===== config.mk =====
export PLATFORM = sky130hd
export DESIGN_NAME = peripheral_bus_bridge
export DESIGN_NICKNAME = d
export VERILOG_FILES = /design/src/rtl/peripheral_bus_bridge.v /design/src/rtl/clock_tick_divider.v
export VERILOG_INCLUDE_DIRS = /design/src /design/src/shared
export SDC_FILE = /design/constraint.sdc
export NUM_CORES = 1
export LEC_CHECK = 0
export BUFFER_PORTS_ARGS = -buffer_cell sky130_fd_sc_hd__buf_4
export CORE_MARGIN = 2
export CORE_UTILIZATION = 49
export DETAILED_ROUTE_END_ITERATION = 6
export PLACE_DENSITY = 0.8
export SYNTH_ARGS = -nofsm -noshare
export SYNTH_HDL_FRONTEND = slang
export SYNTH_HIERARCHICAL = 1
export SYNTH_SLANG_ARGS = --single-unit

===== constraint.sdc =====
create_clock -name i_mclk -period 2.4 [get_ports i_mclk]
set_input_delay 0.36 -clock i_mclk [delete_from_list [all_inputs] [get_ports i_mclk]]
set_output_delay 0.36 -clock i_mclk [all_outputs]
set_load 0.03 [all_outputs]

===== src/shared/bridge_consts.vh =====
// Constants for the peripheral bus access timing bridge.
// Assumes inclusion by its bare name from the design files.
`ifndef BRIDGE_CONSTS_VH
`define BRIDGE_CONSTS_VH

// Address map
`define PROG_BASE        32'hffff0000
`define DATA_LIMIT       32'h00002fff
`define TMR_BASE         32'h00088600
`define TMR_LIMIT        32'h000888ff
`define TMR_CMN_BASE     32'h00088660
`define TMR_CMN_LIMIT    32'h00088695
`define SCI_BASE         32'h0008a000
`define SCI_LIMIT        32'h0008a0ff
`define EXT_BASE         32'h00081300
`define EXT_LIMIT        32'h000813ff
`define BERR_BASE        32'h00081400
`define BERR_LIMIT       32'h000814ff

// Access sizes
`define SIZE_8           2'h0
`define SIZE_16          2'h1
`define SIZE_32          2'h2

// Target classes
`define CLS_PROG         3'h0
`define CLS_DATA         3'h1
`define CLS_TMR          3'h2
`define CLS_SCI          3'h3
`define CLS_EXT          3'h4
`define CLS_BERR         3'h5
`define CLS_RSVD         3'h6

// Peripheral bus numbers
`define BUS_MAIN         3'h0
`define BUS_ONE          3'h1
`define BUS_TMR          3'h3
`define BUS_SCI          3'h2
`define BUS_EXT          3'h6

// Cycle counts after the main bus phase, and after the synchronisation phase for ticked timer, serial and external accesses
`define TMR_PBUS_TICKS   4'h1
`define SCI_PBUS_TICKS   4'h1
`define EXT_PBUS_TICKS   4'h2
`define BERR_PBUS_CYC    4'h2
`define CORE_SLOW_CYC    4'h1

`endif


===== src/rtl/peripheral_bus_bridge.v =====
// Main bus to peripheral bus bridge with access cycle timing.
// Assumes requests, divisors and ratio mode come from the core clock domain.
`timescale 1ns/100ps
`default_nettype none
`include "bridge_consts.vh"

// Overview of operation
// Access equals main, sync, peripheral cycles
// Peripheral cycle count chosen per target register
// Sync for buses two to six, not errors
// Main plus sync within one peripheral tick; the code allows up to one tick plus one core cycle
// Slow core counts core cycles, next follows
// External controller syncs to external bus tick
// Counts hold only without bus contention
// Software reads back last written register only
// Masters avoid reserved regions of map
// Decode program and data memory ranges
// Timer registers two/three ticks, two core; the code uses one tick, or one core cycle in slow core mode
// Timer shared registers accept 8/16 bit
// Serial registers accept only 8-bit accesses
// Stall requester until peripheral access completes
module peripheral_bus_bridge #(
  parameter DIV_WIDTH = 4
) (
  input  wire                 i_mclk,
  input  wire                 i_rst_b,
  input  wire                 i_core_slow,
  input  wire [DIV_WIDTH-1:0] i_per_div,
  input  wire [DIV_WIDTH-1:0] i_ext_div,
  input  wire                 i_contend,
  input  wire                 i_req,
  input  wire [31:0]          i_addr,
  input  wire                 i_write,
  input  wire [1:0]           i_size,
  input  wire [31:0]          i_wdata,
  input  wire [31:0]          i_per_rdata,
  output reg                  o_busy,
  output reg                  o_ack,
  output reg                  o_err,
  output reg  [31:0]          o_rdata,
  output reg                  o_sel_prog,
  output reg                  o_sel_data,
  output reg                  o_per_req,
  output reg  [2:0]           o_per_bus,
  output reg  [31:0]          o_per_addr,
  output reg                  o_per_write,
  output reg  [1:0]           o_per_size,
  output reg  [31:0]          o_per_wdata
);
  localparam ST_IDLE = 3'h0;
  localparam ST_MAIN = 3'h1;
  localparam ST_SYNC = 3'h2;
  localparam ST_PERI = 3'h3;
  localparam ST_DONE = 3'h4;

  reg [2:0] state;
  reg [2:0] cls;
  reg [3:0] cnt;
  reg [2:0] next_cls;
  reg       next_err;
  wire      per_tick;
  wire      ext_tick;
  wire      hit_prog;
  wire      hit_data;
  wire      hit_tmr;
  wire      hit_cmn;
  wire      hit_sci;
  wire      hit_ext;
  wire      hit_berr;
  wire      sync_tick;
  wire      core_paced;

  clock_tick_divider #(.WIDTH(DIV_WIDTH)) u_per_div (
    .i_mclk  (i_mclk),
    .i_rst_b (i_rst_b),
    .i_div   (i_per_div),
    .o_tick  (per_tick)
  );

  clock_tick_divider #(.WIDTH(DIV_WIDTH)) u_ext_div (
    .i_mclk  (i_mclk),
    .i_rst_b (i_rst_b),
    .i_div   (i_ext_div),
    .o_tick  (ext_tick)
  );

  // Address window hits; only the shared timer window overlaps (it lies inside the timer window), so priority below is only for safety
  assign hit_prog   = (i_addr >= `PROG_BASE);
  assign hit_data   = (i_addr <= `DATA_LIMIT);
  assign hit_tmr    = (i_addr >= `TMR_BASE) && (i_addr <= `TMR_LIMIT);
  assign hit_cmn    = (i_addr >= `TMR_CMN_BASE) && (i_addr <= `TMR_CMN_LIMIT);
  assign hit_sci    = (i_addr >= `SCI_BASE) && (i_addr <= `SCI_LIMIT);
  assign hit_ext    = (i_addr >= `EXT_BASE) && (i_addr <= `EXT_LIMIT);
  assign hit_berr   = (i_addr >= `BERR_BASE) && (i_addr <= `BERR_LIMIT);
  assign sync_tick  = (cls == `CLS_EXT) ? ext_tick : per_tick;
  assign core_paced = (cls == `CLS_BERR) || (i_core_slow && (cls != `CLS_EXT));

  // Decode of the incoming address and size check
  always @* begin
    next_cls = `CLS_RSVD;
    next_err = 1'b0;
    if (hit_prog) begin
      next_cls = `CLS_PROG;
    end else if (hit_data) begin
      next_cls = `CLS_DATA;
    end else if (hit_tmr) begin
      next_cls = `CLS_TMR;
    end else if (hit_sci) begin
      next_cls = `CLS_SCI;
    end else if (hit_ext) begin
      next_cls = `CLS_EXT;
    end else if (hit_berr) begin
      next_cls = `CLS_BERR;
    end
    if (next_cls == `CLS_RSVD) begin
      next_err = 1'b1;
    end
    if (next_cls == `CLS_TMR && hit_cmn) begin
      next_err = (i_size != `SIZE_8) && (i_size != `SIZE_16);
    end
    if (next_cls == `CLS_SCI) begin
      next_err = (i_size != `SIZE_8);
    end
  end

  // Reserved and wrongly sized accesses end after one cycle with no target strobe
  always @(posedge i_mclk) begin
    if (!i_rst_b) begin
      state       <= ST_IDLE;
      cls         <= `CLS_RSVD;
      cnt         <= 4'h0;
      o_busy      <= 1'b0;
      o_ack       <= 1'b0;
      o_err       <= 1'b0;
      o_rdata     <= 32'h00000000;
      o_sel_prog  <= 1'b0;
      o_sel_data  <= 1'b0;
      o_per_req   <= 1'b0;
      o_per_bus   <= `BUS_MAIN;
      o_per_addr  <= 32'h00000000;
      o_per_write <= 1'b0;
      o_per_size  <= `SIZE_8;
      o_per_wdata <= 32'h00000000;
    end else begin
      o_ack <= 1'b0;
      case (state)
        ST_IDLE: begin
          // A contended cycle is not taken, so quoted counts stay exact
          if (i_req && !i_contend) begin
            cls         <= next_cls;
            o_busy      <= 1'b1;
            o_err       <= next_err;
            o_per_addr  <= i_addr;
            o_per_write <= i_write;
            o_per_size  <= i_size;
            o_per_wdata <= i_wdata;
            state       <= next_err ? ST_DONE : ST_MAIN;
          end
        end
        ST_MAIN: begin
          // One main bus cycle precedes every target phase
          o_sel_prog <= (cls == `CLS_PROG);
          o_sel_data <= (cls == `CLS_DATA);
          case (cls)
            `CLS_TMR: o_per_bus <= `BUS_TMR;
            `CLS_SCI: o_per_bus <= `BUS_SCI;
            `CLS_EXT: o_per_bus <= `BUS_EXT;
            `CLS_BERR: o_per_bus <= `BUS_ONE;
            default: o_per_bus <= `BUS_MAIN;
          endcase
          if (cls == `CLS_PROG || cls == `CLS_DATA) begin
            state <= ST_DONE;
          end else if (cls == `CLS_BERR) begin
            cnt       <= `BERR_PBUS_CYC;
            o_per_req <= 1'b1;
            state     <= ST_PERI;
          end else if (i_core_slow && cls != `CLS_EXT) begin
            cnt       <= `CORE_SLOW_CYC;
            o_per_req <= 1'b1;
            state     <= ST_PERI;
          end else begin
            state <= ST_SYNC;
          end
        end
        ST_SYNC: begin
          // Wait for the divided clock edge; never longer than one tick period
          if (sync_tick) begin
            o_per_req <= 1'b1;
            state     <= ST_PERI;
            case (cls)
              `CLS_TMR: cnt <= `TMR_PBUS_TICKS;
              `CLS_SCI: cnt <= `SCI_PBUS_TICKS;
              default: cnt <= `EXT_PBUS_TICKS;
            endcase
          end
        end
        ST_PERI: begin
          // Core cycles count in slow core mode except for external accesses, and for bus error registers
          if (core_paced || sync_tick) begin
            if (cnt == 4'h1) begin
              o_rdata   <= o_per_write ? 32'h00000000 : i_per_rdata;
              o_per_req <= 1'b0;
              state     <= ST_DONE;
            end else begin
              cnt <= cnt - 4'h1;
            end
          end
        end
        ST_DONE: begin
          // Release the stall; the next request is taken in the following cycle
          o_ack      <= 1'b1;
          o_busy     <= 1'b0;
          o_sel_prog <= 1'b0;
          o_sel_data <= 1'b0;
          o_per_bus  <= `BUS_MAIN;
          state      <= ST_IDLE;
        end
        default: begin
          state <= ST_IDLE;
        end
      endcase
    end
  end
endmodule // peripheral_bus_bridge
`default_nettype wire


===== src/rtl/clock_tick_divider.v =====
// Divided clock tick generator.
// Assumes a static divisor from the core clock domain; zero acts as one.
`timescale 1ns/100ps
`default_nettype none
module clock_tick_divider #(
  parameter WIDTH = 4
) (
  input  wire             i_mclk,
  input  wire             i_rst_b,
  input  wire [WIDTH-1:0] i_div,
  output reg              o_tick
);
  reg [WIDTH-1:0] count;
  wire            last = (count + {{(WIDTH-1){1'b0}}, 1'b1} >= i_div);

  always @(posedge i_mclk) begin
    if (!i_rst_b) begin
      count  <= {WIDTH{1'b0}};
      o_tick <= 1'b0;
    end else begin
      o_tick <= last;
      if (last) begin
        count <= {WIDTH{1'b0}};
      end else begin
        count <= count + {{(WIDTH-1){1'b0}}, 1'b1};
      end
    end
  end
endmodule // clock_tick_divider
`default_nettype wire


==> impl_metrics.csv, run 1 <==
group,metric,value,unit
logic_synthesis,ys.flop_type,"dfxtp_1",
floorplan,core,11500,µm²
clock_tree,cts_tree,"yes",
run_status,status,"finished, final reports clean",
grt,grt_max_degree,70,
power_and_ir_drop,power_density,701,nW/µm²
clock_tree,root_buffer,"clkbuf_16",
logic_synthesis,synth.cell_area,5800,µm²
logic_synthesis,synthCells,673,
flow_run,drv_cap,0,
worst_setup_path,crit_start,"cls[2]$_SDFFE_PN1P_",
clock_tree,cts_resized,0,
logic_synthesis,ys.warnings.count,6,
worst_setup_path,worstSetupPathType,"flip-flop to flip-flop",
final_layout,fin_area,8210,µm²
clock_tree,clock-sinks,128,
worst_setup_path,critPathMaxStageDelay,500,ps
worst_setup_path,setup.worst_path.start_class,"flip-flop",
routing,routed_wl,16.4,mm
timing,period_share,90.2,%
logic_synthesis,synth.avg_cell_area,8.62,µm²
power_and_ir_drop,leakage,3.47,nW
routing,dr.pass1.iters,5,
logic_synthesis,synth_cell_types,62,
grt,grt_pass1_wl,26.9,mm
final_layout,final_nets,1005,
grt,antenna_found_initial,0,
worst_setup_path,critPathArrivalTime,2460,ps
final_layout,n_antenna_cell,0,
routing,via_count,5602,
floorplan,start_util,50.6,%
floorplan,die_x,113,µm
timing,fin_worst_skew,6.61,ps
logic_synthesis,synth_fp_nets,797,
worst_hold_path,holdCritPathClass,"input port to flip-flop",
clock_tree,numCtsBuffers,17,
floorplan,row_count,39,
worst_setup_path,crit_required,2700,ps
logic_synthesis,synth_edf_count,0,
routing,ant_nets,0,
timing,fin_crit,2170,ps
placement,routabilityCongestion,0.922,
worst_setup_path,critPathMostFrequentCell,"mux2i_1",
worst_setup_path,cp_max_fo,9,
timing,slew_viol_final,0,
clock_tree,clk_latency,410,ps
grt,grt_use_total,26.1,%
placement,hpwlAfterDp,12.0,mm
final_layout,final_common_cell,"buf_4",
clock_tree,postCtsSetupBuffers,0,
worst_setup_path,worstReg2RegStart,"cls[2]$_SDFFE_PN1P_",
power_and_ir_drop,ir_drop,478,µV
worst_setup_path,crit_chain,"nor3b_2 > mux2i_1 > a2bb2oi_1 > nor3_2 > mux2i_1 > and2_1",
placement,place_area,7570,µm²
timing,hold_viol,0,
timing,rsz0062_at_grt,"false",
logic_synthesis,ys_seq_area_share,44.2,%
final_layout,area_growth,41.5,%
grt,grt_pass1_vias,5525,
timing,setup_viol,0,
floorplan,die_area,12700,µm²
worst_hold_path,hp-start,"i_wdata[9]",
timing,hold_slack,201,ps
clock_tree,cts-htree-levels,4,
final_layout,layout_common_cells,"buf_4, nand2_1, dfxtp_1",
logic_synthesis,synth-async-reset-ratio,0,%
logic_synthesis,yosysTopAreaCellShare,44.2,%
floorplan,num_io_pins,220,
routing,vias_per_cell,5.40,
worst_setup_path,crit_slowest_cell,"a2bb2oi_1",
grt,globalRouteOverflowTotal,0,
routing,drc_errors,0,
timing,worstMarginPinSlew,596,ps
logic_synthesis,ys_seq_elements,128,
logic_synthesis,yosysTopAreaCell,"dfxtp_1",
worst_setup_path,reg2reg_setup_slack,230,ps
placement,portBuffers,219,
timing,setup_ws,235,ps
routing,post_drt_wl_per_cell,15.8,µm
logic_synthesis,ys_top_cells_by_area,"dfxtp_1, a21boi_0, nand2_1",
timing,slew_headroom,59.9,%
timing,max_freq,0.462,GHz
clock_tree,path_clk_slew,60,ps
routing,drt_iter0_markers,345,
floorplan,die_y,113,µm
clock_tree,clk_path_buf_depth,2,
clock_tree,holdBufCountCts,0,
placement,dpl_worst_slack,69.4,ps
worst_setup_path,crit_path_end_kind,"flip-flop",
final_layout,post_route_cells_drive_above_1_share,32.6,%
timing,tns,0,ps
==> worst paths after layout <==
check | endpoint | cells past startpoint
hold reg to reg | o_rdata[8]$_SDFFE_PN0P_ | 2
hold / removal | o_per_wdata[9]$_SDFFE_PN0P_ | 3
setup / recovery | cnt[0]$_SDFFE_PN0P_ | 6
setup reg to reg | cnt[0]$_SDFFE_PN0P_ | 6
==> metrics by stage <==
stage,power (mW),util [%],std cells
2_1_floorplan,2.72,-,673
3_3_place_gp,3.03,66.0,1005
3_5_place_dp,3.07,66.0,1005
4_1_cts,5.80,71.6,1037
5_1_grt,5.97,71.6,1037
6_report,5.76,71.6,1037
==> critical path: cells and delay by family, from the launching register on <==
family             cells  cell delay [ps]
and+or+nand+nor        3              660
AOI/OAI and AO/OA      1              500
DFF                    1              470
muxes                  2              430
==> kinds of logic (layout without fill, tap and decap cells) <==
logic type / count (synthesis) / in the layout / share of synthesized area, %
and+or+nand+nor: 302 / 302 / 25.8
AOI/OAI and AO/OA: 158 / 158 / 20.4
DFF: 128 / 128 / 44.2
buffers and inverters: 60 / 281 / 4.66
adders and majority gates: 12 / 12 / 2.59
xor gates and xnor gates: 8 / 8 / 1.47
muxes: 5 / 5 / 0.863
==> final cells by class <==
cell class	count	area, µm²
Tap cell	143	179
Clock buffer	19	453
Clock inverter	13	186
Multi-Input combinational cell	485	2980
Fill cell	859	3260
Sequential cell	128	2560
Inverter	15	56.3
Timing Repair Buffer	234	1790
==> routing by layer <==
metal | share of wire, % | GRT usage (%) | up-vias
met5 | 0 | 0 | -
met4 | 3.6 | 13.0 | 0
met3 | 8.1 | 7.66 | 45
met2 | 48 | 43.6 | 233
met1 | 41 | 30.7 | 2612
li1 | - | - | 2712
==> state kept, by name, indices dropped and copies added, names as in the netlist, 2 cells and up <==
signal,count
o_per_bus,3
o_per_wdata,32
o_rdata,32
cnt,4
o_per_addr,32
u_ext_div/count,4
cls,3
state,3
u_per_div/count,4
o_per_size,2
==> cell usage after synthesis, types with 7 or more instances <==
library cell	count
nor2_1	16
ha_1	12
dfxtp_1	128
a21boi_0	98
nand3b_1	34
clkbuf_1	33
buf_2	7
o21ai_0	15
nand3_1	9
nand2_1	186
a21oi_1	10
inv_1	15
nor2b_1	13
==> power breakdown <==
part	switching [mW]	leakage, nW	internal [mW]
clock	0.939	0.301	1.79
combinational	0.412	2.13	0.345
sequential	0.0558	1.04	2.21
Power figures use the tool's default switching activity.
==> inputs of run 2 (changes only) <==
--- a/config.mk
+++ b/config.mk
@@ -6,11 +6,12 @@
 export SDC_FILE = /design/constraint.sdc
 export NUM_CORES = 1
 export LEC_CHECK = 0
-export BUFFER_PORTS_ARGS = -buffer_cell sky130_fd_sc_hd__buf_4
 export CORE_MARGIN = 2
-export CORE_UTILIZATION = 49
+export CORE_UTILIZATION = 58
+export CTS_CLUSTER_DIAMETER = 30
 export DETAILED_ROUTE_END_ITERATION = 6
-export PLACE_DENSITY = 0.8
+export DONT_BUFFER_PORTS = 1
+export PLACE_DENSITY_LB_ADDON = 0.15
 export SYNTH_ARGS = -nofsm -noshare
 export SYNTH_HDL_FRONTEND = slang
 export SYNTH_HIERARCHICAL = 1
==> run 2 against run 1 <==
- sequential power grew 5%
- clock skew up 5.0 ps
- global-route usage is 2.9 points higher
- non-clock buffer count fell by 154
- fmax rose by 7.3%
- sequential share of layout area increased by 4.7 points
- via count decreased by 9.8%
- power down 8.6%
- first-iteration DRC count shrank 26%
- clock power shrank 12%
- critical path depth is 1 higher
- flip-flop and latch count unchanged
- largest power group is now registers
- highest routed layer unchanged
==> impl_metrics.csv, run 2 (synthesis gave the netlist of run 1 again) <==
group,metric,value,unit
power_and_ir_drop,power_density,736,nW/µm²
final_layout,final_common_cell,"nand2_1",
clock_tree,path_clk_slew,60,ps
placement,dpl_worst_slack,338,ps
timing,tns,0,ps
routing,routed_wl,16.0,mm
worst_setup_path,worstSetupPathType,"flip-flop to flip-flop",
timing,slew_viol_final,0,
clock_tree,cts_resized,0,
final_layout,top_regs,"o_per_addr x32, o_per_wdata x32, o_rdata x32",
clock_tree,clk_latency,510,ps
run_status,status,"finished, final reports clean",
clock_tree,postCtsSetupBuffers,0,
worst_hold_path,holdCritPathClass,"input port to flip-flop",
floorplan,die_y,104,µm
floorplan,die_area,10800,µm²
worst_setup_path,setup.worst_path.start_class,"flip-flop",
routing,drt_iter0_markers,256,
clock_tree,cts-htree-levels,4,
clock_tree,clock-sinks,128,
floorplan,row_count,36,
clock_tree,holdBufCountCts,67,
timing,hold_viol,0,
placement,portBuffers,0,
final_layout,layout.cells.non_filler,873,
final_layout,seq_area,2560,µm²
power_and_ir_drop,ir_drop,504,µV
routing,vias_per_cell,5.79,
final_layout,post-route-util,73.4,%
timing,max_freq,0.495,GHz
grt,grt_pass1_wl,25.2,mm
placement,routabilityCongestion,0.849,
floorplan,start_util,59.6,%
placement,hpwlAfterDp,9.93,mm
final_layout,layout_common_cells,"nand2_1, dfxtp_1, a21boi_0",
grt,grt_pass1_vias,5118,
floorplan,num_io_pins,220,
floorplan,core,9730,µm²
grt,grt_max_degree,92,
final_layout,n_antenna_cell,0,
grt,grt_use_total,29.0,%
routing,post_drt_wl_per_cell,18.3,µm
floorplan,die_x,104,µm
timing,fin_worst_skew,11.6,ps
timing,period_share,84.1,%
power_and_ir_drop,leakage,2.59,nW
final_layout,nFillCells,713,
routing,dr.pass1.iters,5,
final_layout,multi_input_area,2980,µm²
final_layout,final_nets,851,
final_layout,post_route_cells_drive_above_1_share,9.32,%
grt,antenna_found_initial,0,
timing,setup_ws,381,ps
routing,ant_nets,0,
worst_setup_path,critPathArrivalTime,2410,ps
clock_tree,numCtsBuffers,17,
timing,setup_viol,0,
placement,placed_cells,772,
final_layout,area_growth,23.2,%
clock_tree,cts_tree,"yes",
timing,hold_slack,24.8,ps
routing,drc_errors,0,
routing,via_count,5052,
worst_setup_path,cp_max_fo,9,
timing,slew_headroom,34.7,%
clock_tree,clk_path_buf_depth,2,
worst_setup_path,crit_required,2790,ps
timing,fin_crit,2020,ps
timing,worstMarginPinSlew,977,ps
clock_tree,root_buffer,"clkbuf_8",
grt,globalRouteOverflowTotal,0,
flow_run,drv_cap,0,
worst_setup_path,crit_path_end_kind,"flip-flop",
timing,rsz0062_at_grt,"false",
-- run 2: area by class of cell --
class / count / share of cell area [%]
clock inverter: 12 / 1.52
sequential: 128 / 35.9
multi-input combinational: 485 / 41.7
tap: 133 / 2.33
timing repair buffer: 80 / 11.4
clock buffer: 20 / 6.37
inverter: 15 / 0.788
-- run 2: metrics by stage --
| step | total power, mW | area, µm² |
|---|---|---|
| 4_1_cts | 5.29 | 7130 |
| 3_3_place_gp | 2.76 | 5870 |
| 2_1_floorplan | 2.72 | 5800 |
| 5_1_grt | 5.45 | 7150 |
| 6_report | 5.26 | 7150 |
| 3_5_place_dp | 2.79 | 5870 |
-- run 2: final timing paths --
path                            startpoint                       endpoint  slack [ps]  depth (start not counted)
max reg2reg            cls[2]$_SDFFE_PN1P_            cnt[3]$_SDFFE_PN0P_         380                          7
min                        i_per_rdata[16]       o_rdata[16]$_SDFFE_PN0P_          20                          2
min reg2reg  u_per_div/count[0]$_SDFF_PP0_  u_per_div/count[0]$_SDFF_PP0_         490                          1
max                    cls[2]$_SDFFE_PN1P_            cnt[3]$_SDFFE_PN0P_         380                          7
-- run 2: critical path: stages, from the launching register on --
cell and delay, ps:
dfxtp_1 480, nor3b_2 330, mux2i_1 150, a2bb2oi_1 150, buf_4 160, nor4_1 400, xnor2_1 190, nor2_1 50
-- run 2: routing by layer --
layer	part of all wire (%)	global-route usage (%)	up-vias
li1	-	-	2401
met1	40	32.7	2390
met2	50	50.3	226
met3	8.3	10.5	35
met4	2.3	10.8	0
met5	0	0	-
-- run 2: where the power goes --
part / leakage, nW / switching (mW) / total, mW / internal (mW)
Clock: 0.265 / 0.936 / 2.39 / 1.45
Combinational: 1.29 / 0.242 / 0.483 / 0.240
Sequential: 1.04 / 0.176 / 2.39 / 2.21
Total: 2.59 / 1.35 / 5.26 / 3.91
==> inputs of run 3 (changes only) <==
==> constraint.sdc (replaced) <==
create_clock -name i_mclk -period 1.9 [get_ports i_mclk]
set_input_delay 0.285 -clock i_mclk [delete_from_list [all_inputs] [get_ports i_mclk]]
set_output_delay 0.285 -clock i_mclk [all_outputs]
set_load 0.03 [all_outputs]
==> run 3 against run 2 <==
- worst setup slack got worse by 300 ps
- fmax increased by 11%
- design area increased by 6.1%
- first-iteration DRC count increased by 6.6%
- via count increased by 3.6%
- sequential power increased by 26%
- cell count increased by 4.5%
- clock skew decreased by 2.0 ps
==> impl_metrics.csv, run 3 (synthesis gave the netlist of run 1 again) <==
group,metric,value,unit
placement,routabilityCongestion,0.870,
grt,grt_max_degree,122,
placement,dpl_worst_slack,-101,ps
power_and_ir_drop,leakage,2.79,nW
placement,hpwlAfterDp,10.1,mm
timing,setup_ws,79.9,ps
worst_setup_path,crit_required,2330,ps
final_layout,top_regs,"o_per_addr x32, o_per_wdata x32, o_rdata x32",
power_and_ir_drop,ir_drop,487,µV
routing,via_count,5236,
routing,drc_errors,0,
timing,hold_viol,0,
clock_tree,cts-htree-levels,4,
final_layout,n_antenna_cell,0,
timing,worstMarginPinSlew,500,ps
final_layout,post_route_cells_drive_above_1_share,10.3,%
final_layout,fin_area,7580,µm²
final_layout,layout.cells.non_filler,912,
worst_hold_path,holdCritPathClass,"input port to flip-flop",
power_and_ir_drop,total_power,6.92,mW
clock_tree,root_buffer,"clkbuf_8",
worst_setup_path,worstSetupPathType,"flip-flop to flip-flop",
timing,hold_slack,122,ps
floorplan,die_y,104,µm
grt,antenna_found_initial,0,
timing,fin_crit,1820,ps
final_layout,area_growth,30.7,%
worst_setup_path,setup.worst_path.start_class,"flip-flop",
worst_setup_path,critPathArrivalTime,2250,ps
floorplan,start_util,59.6,%
final_layout,multi_input_area,3010,µm²
routing,drt_iter0_markers,273,
final_layout,final_common_cell,"nand2_1",
final_layout,layout_common_cells,"nand2_1, dfxtp_1, dlygate4sd3_1",
grt,grt_pass1_wl,26.5,mm
routing,dr.pass1.iters,7,
worst_setup_path,crit_path_end_kind,"flip-flop",
floorplan,num_io_pins,220,
grt,grt_use_total,30.4,%
clock_tree,path_clk_slew,50,ps
power_and_ir_drop,power_density,912,nW/µm²
clock_tree,clk_latency,520,ps
timing,rsz0062_at_grt,"false",
placement,placed_cells,779,
timing,slew_headroom,66.6,%
clock_tree,cts_tree,"yes",
timing,period_share,95.8,%
routing,ant_nets,0,
timing,fin_worst_skew,9.51,ps
final_layout,final_nets,890,
placement,place_area,5940,µm²
floorplan,die_area,10800,µm²
clock_tree,clock-sinks,128,
floorplan,die_x,104,µm
grt,globalRouteOverflowTotal,0,
run_status,status,"finished, final reports clean",
flow_run,drv_cap,0,
placement,portBuffers,0,
clock_tree,clk_path_buf_depth,2,
floorplan,core,9730,µm²
worst_setup_path,cp_max_fo,17,
timing,slew_viol_final,0,
grt,grt_pass1_vias,5339,
clock_tree,numCtsBuffers,17,
floorplan,row_count,36,
timing,max_freq,0.549,GHz
final_layout,nFillCells,652,
routing,routed_wl,16.7,mm
timing,setup_viol,0,
routing,vias_per_cell,5.74,
routing,post_drt_wl_per_cell,18.3,µm
final_layout,seq_area,2570,µm²
run 3: worst max-delay path: stages (launching register included):
cell	delay (ps)
dfxtp_2	360
nand2b_1	160
mux2i_2	290
nand3_1	150
buf_4	190
nor2_4	140
buf_12	170
nand3b_1	80
a21boi_1	180
run 3: what timing repair did:
item | 4_1_cts | 5_1_grt
endpoints found under the setup margin | 2 | 25
buffers inserted | 0 | 1
hold endpoints to repair | 127 | 0
hold buffers | 100 | 0
pin swaps | 0 | 1
gates resized for setup | 1 | 11
run 3: report_power, final:
group	switching, mW	internal [mW]	leakage [nW]
combinational	0.323	0.354	1.46
clock	1.16	2.06	0.289
sequential	0.225	2.80	1.04
total	1.71	5.21	2.79
run 3: layer usage:
layer | up-vias | routed length [µm] | GRT usage (%)
met4 | 0 | 506 | 12.5
li1 | 2472 | - | -
met2 | 248 | 8640 | 55.5
met1 | 2466 | 6250 | 31.7
met3 | 50 | 1330 | 10.4
met5 | - | 0 | 0
run 3: final cells by class:
type	count	share of cell area, %
multi-input combinational	485	39.7
timing repair buffer	119	15.8
tap	133	2.19
inverter	15	0.742
clock buffer	22	5.97
sequential	128	33.8
clock inverter	10	1.78
run 3: path summary, 6_finish.rpt:
| kind | from | end | slack (ps) | cells after the start |
|---|---|---|---|---|
| worst max-delay path | cls[1]$_SDFFE_PN1P_ | o_rdata[21]$_SDFFE_PN0P_ | 80 | 8 |
| worst min-delay path | i_addr[19] | cls[2]$_SDFFE_PN1P_ | 120 | 4 |
| worst max register to register | cls[1]$_SDFFE_PN1P_ | o_rdata[21]$_SDFFE_PN0P_ | 80 | 8 |
| worst min register to register | u_per_div/count[0]$_SDFF_PP0_ | u_per_div/count[0]$_SDFF_PP0_ | 480 | 1 |
run 3: per-stage QoR:
step                      setup TNS, ps  util, %
after global routing                  0     78.0
after floorplan                       0        -
final                                 0     78.0
after CTS                         -19.6     77.6
after detailed placement           -204     61.0
after global placement            -32.8     61.0
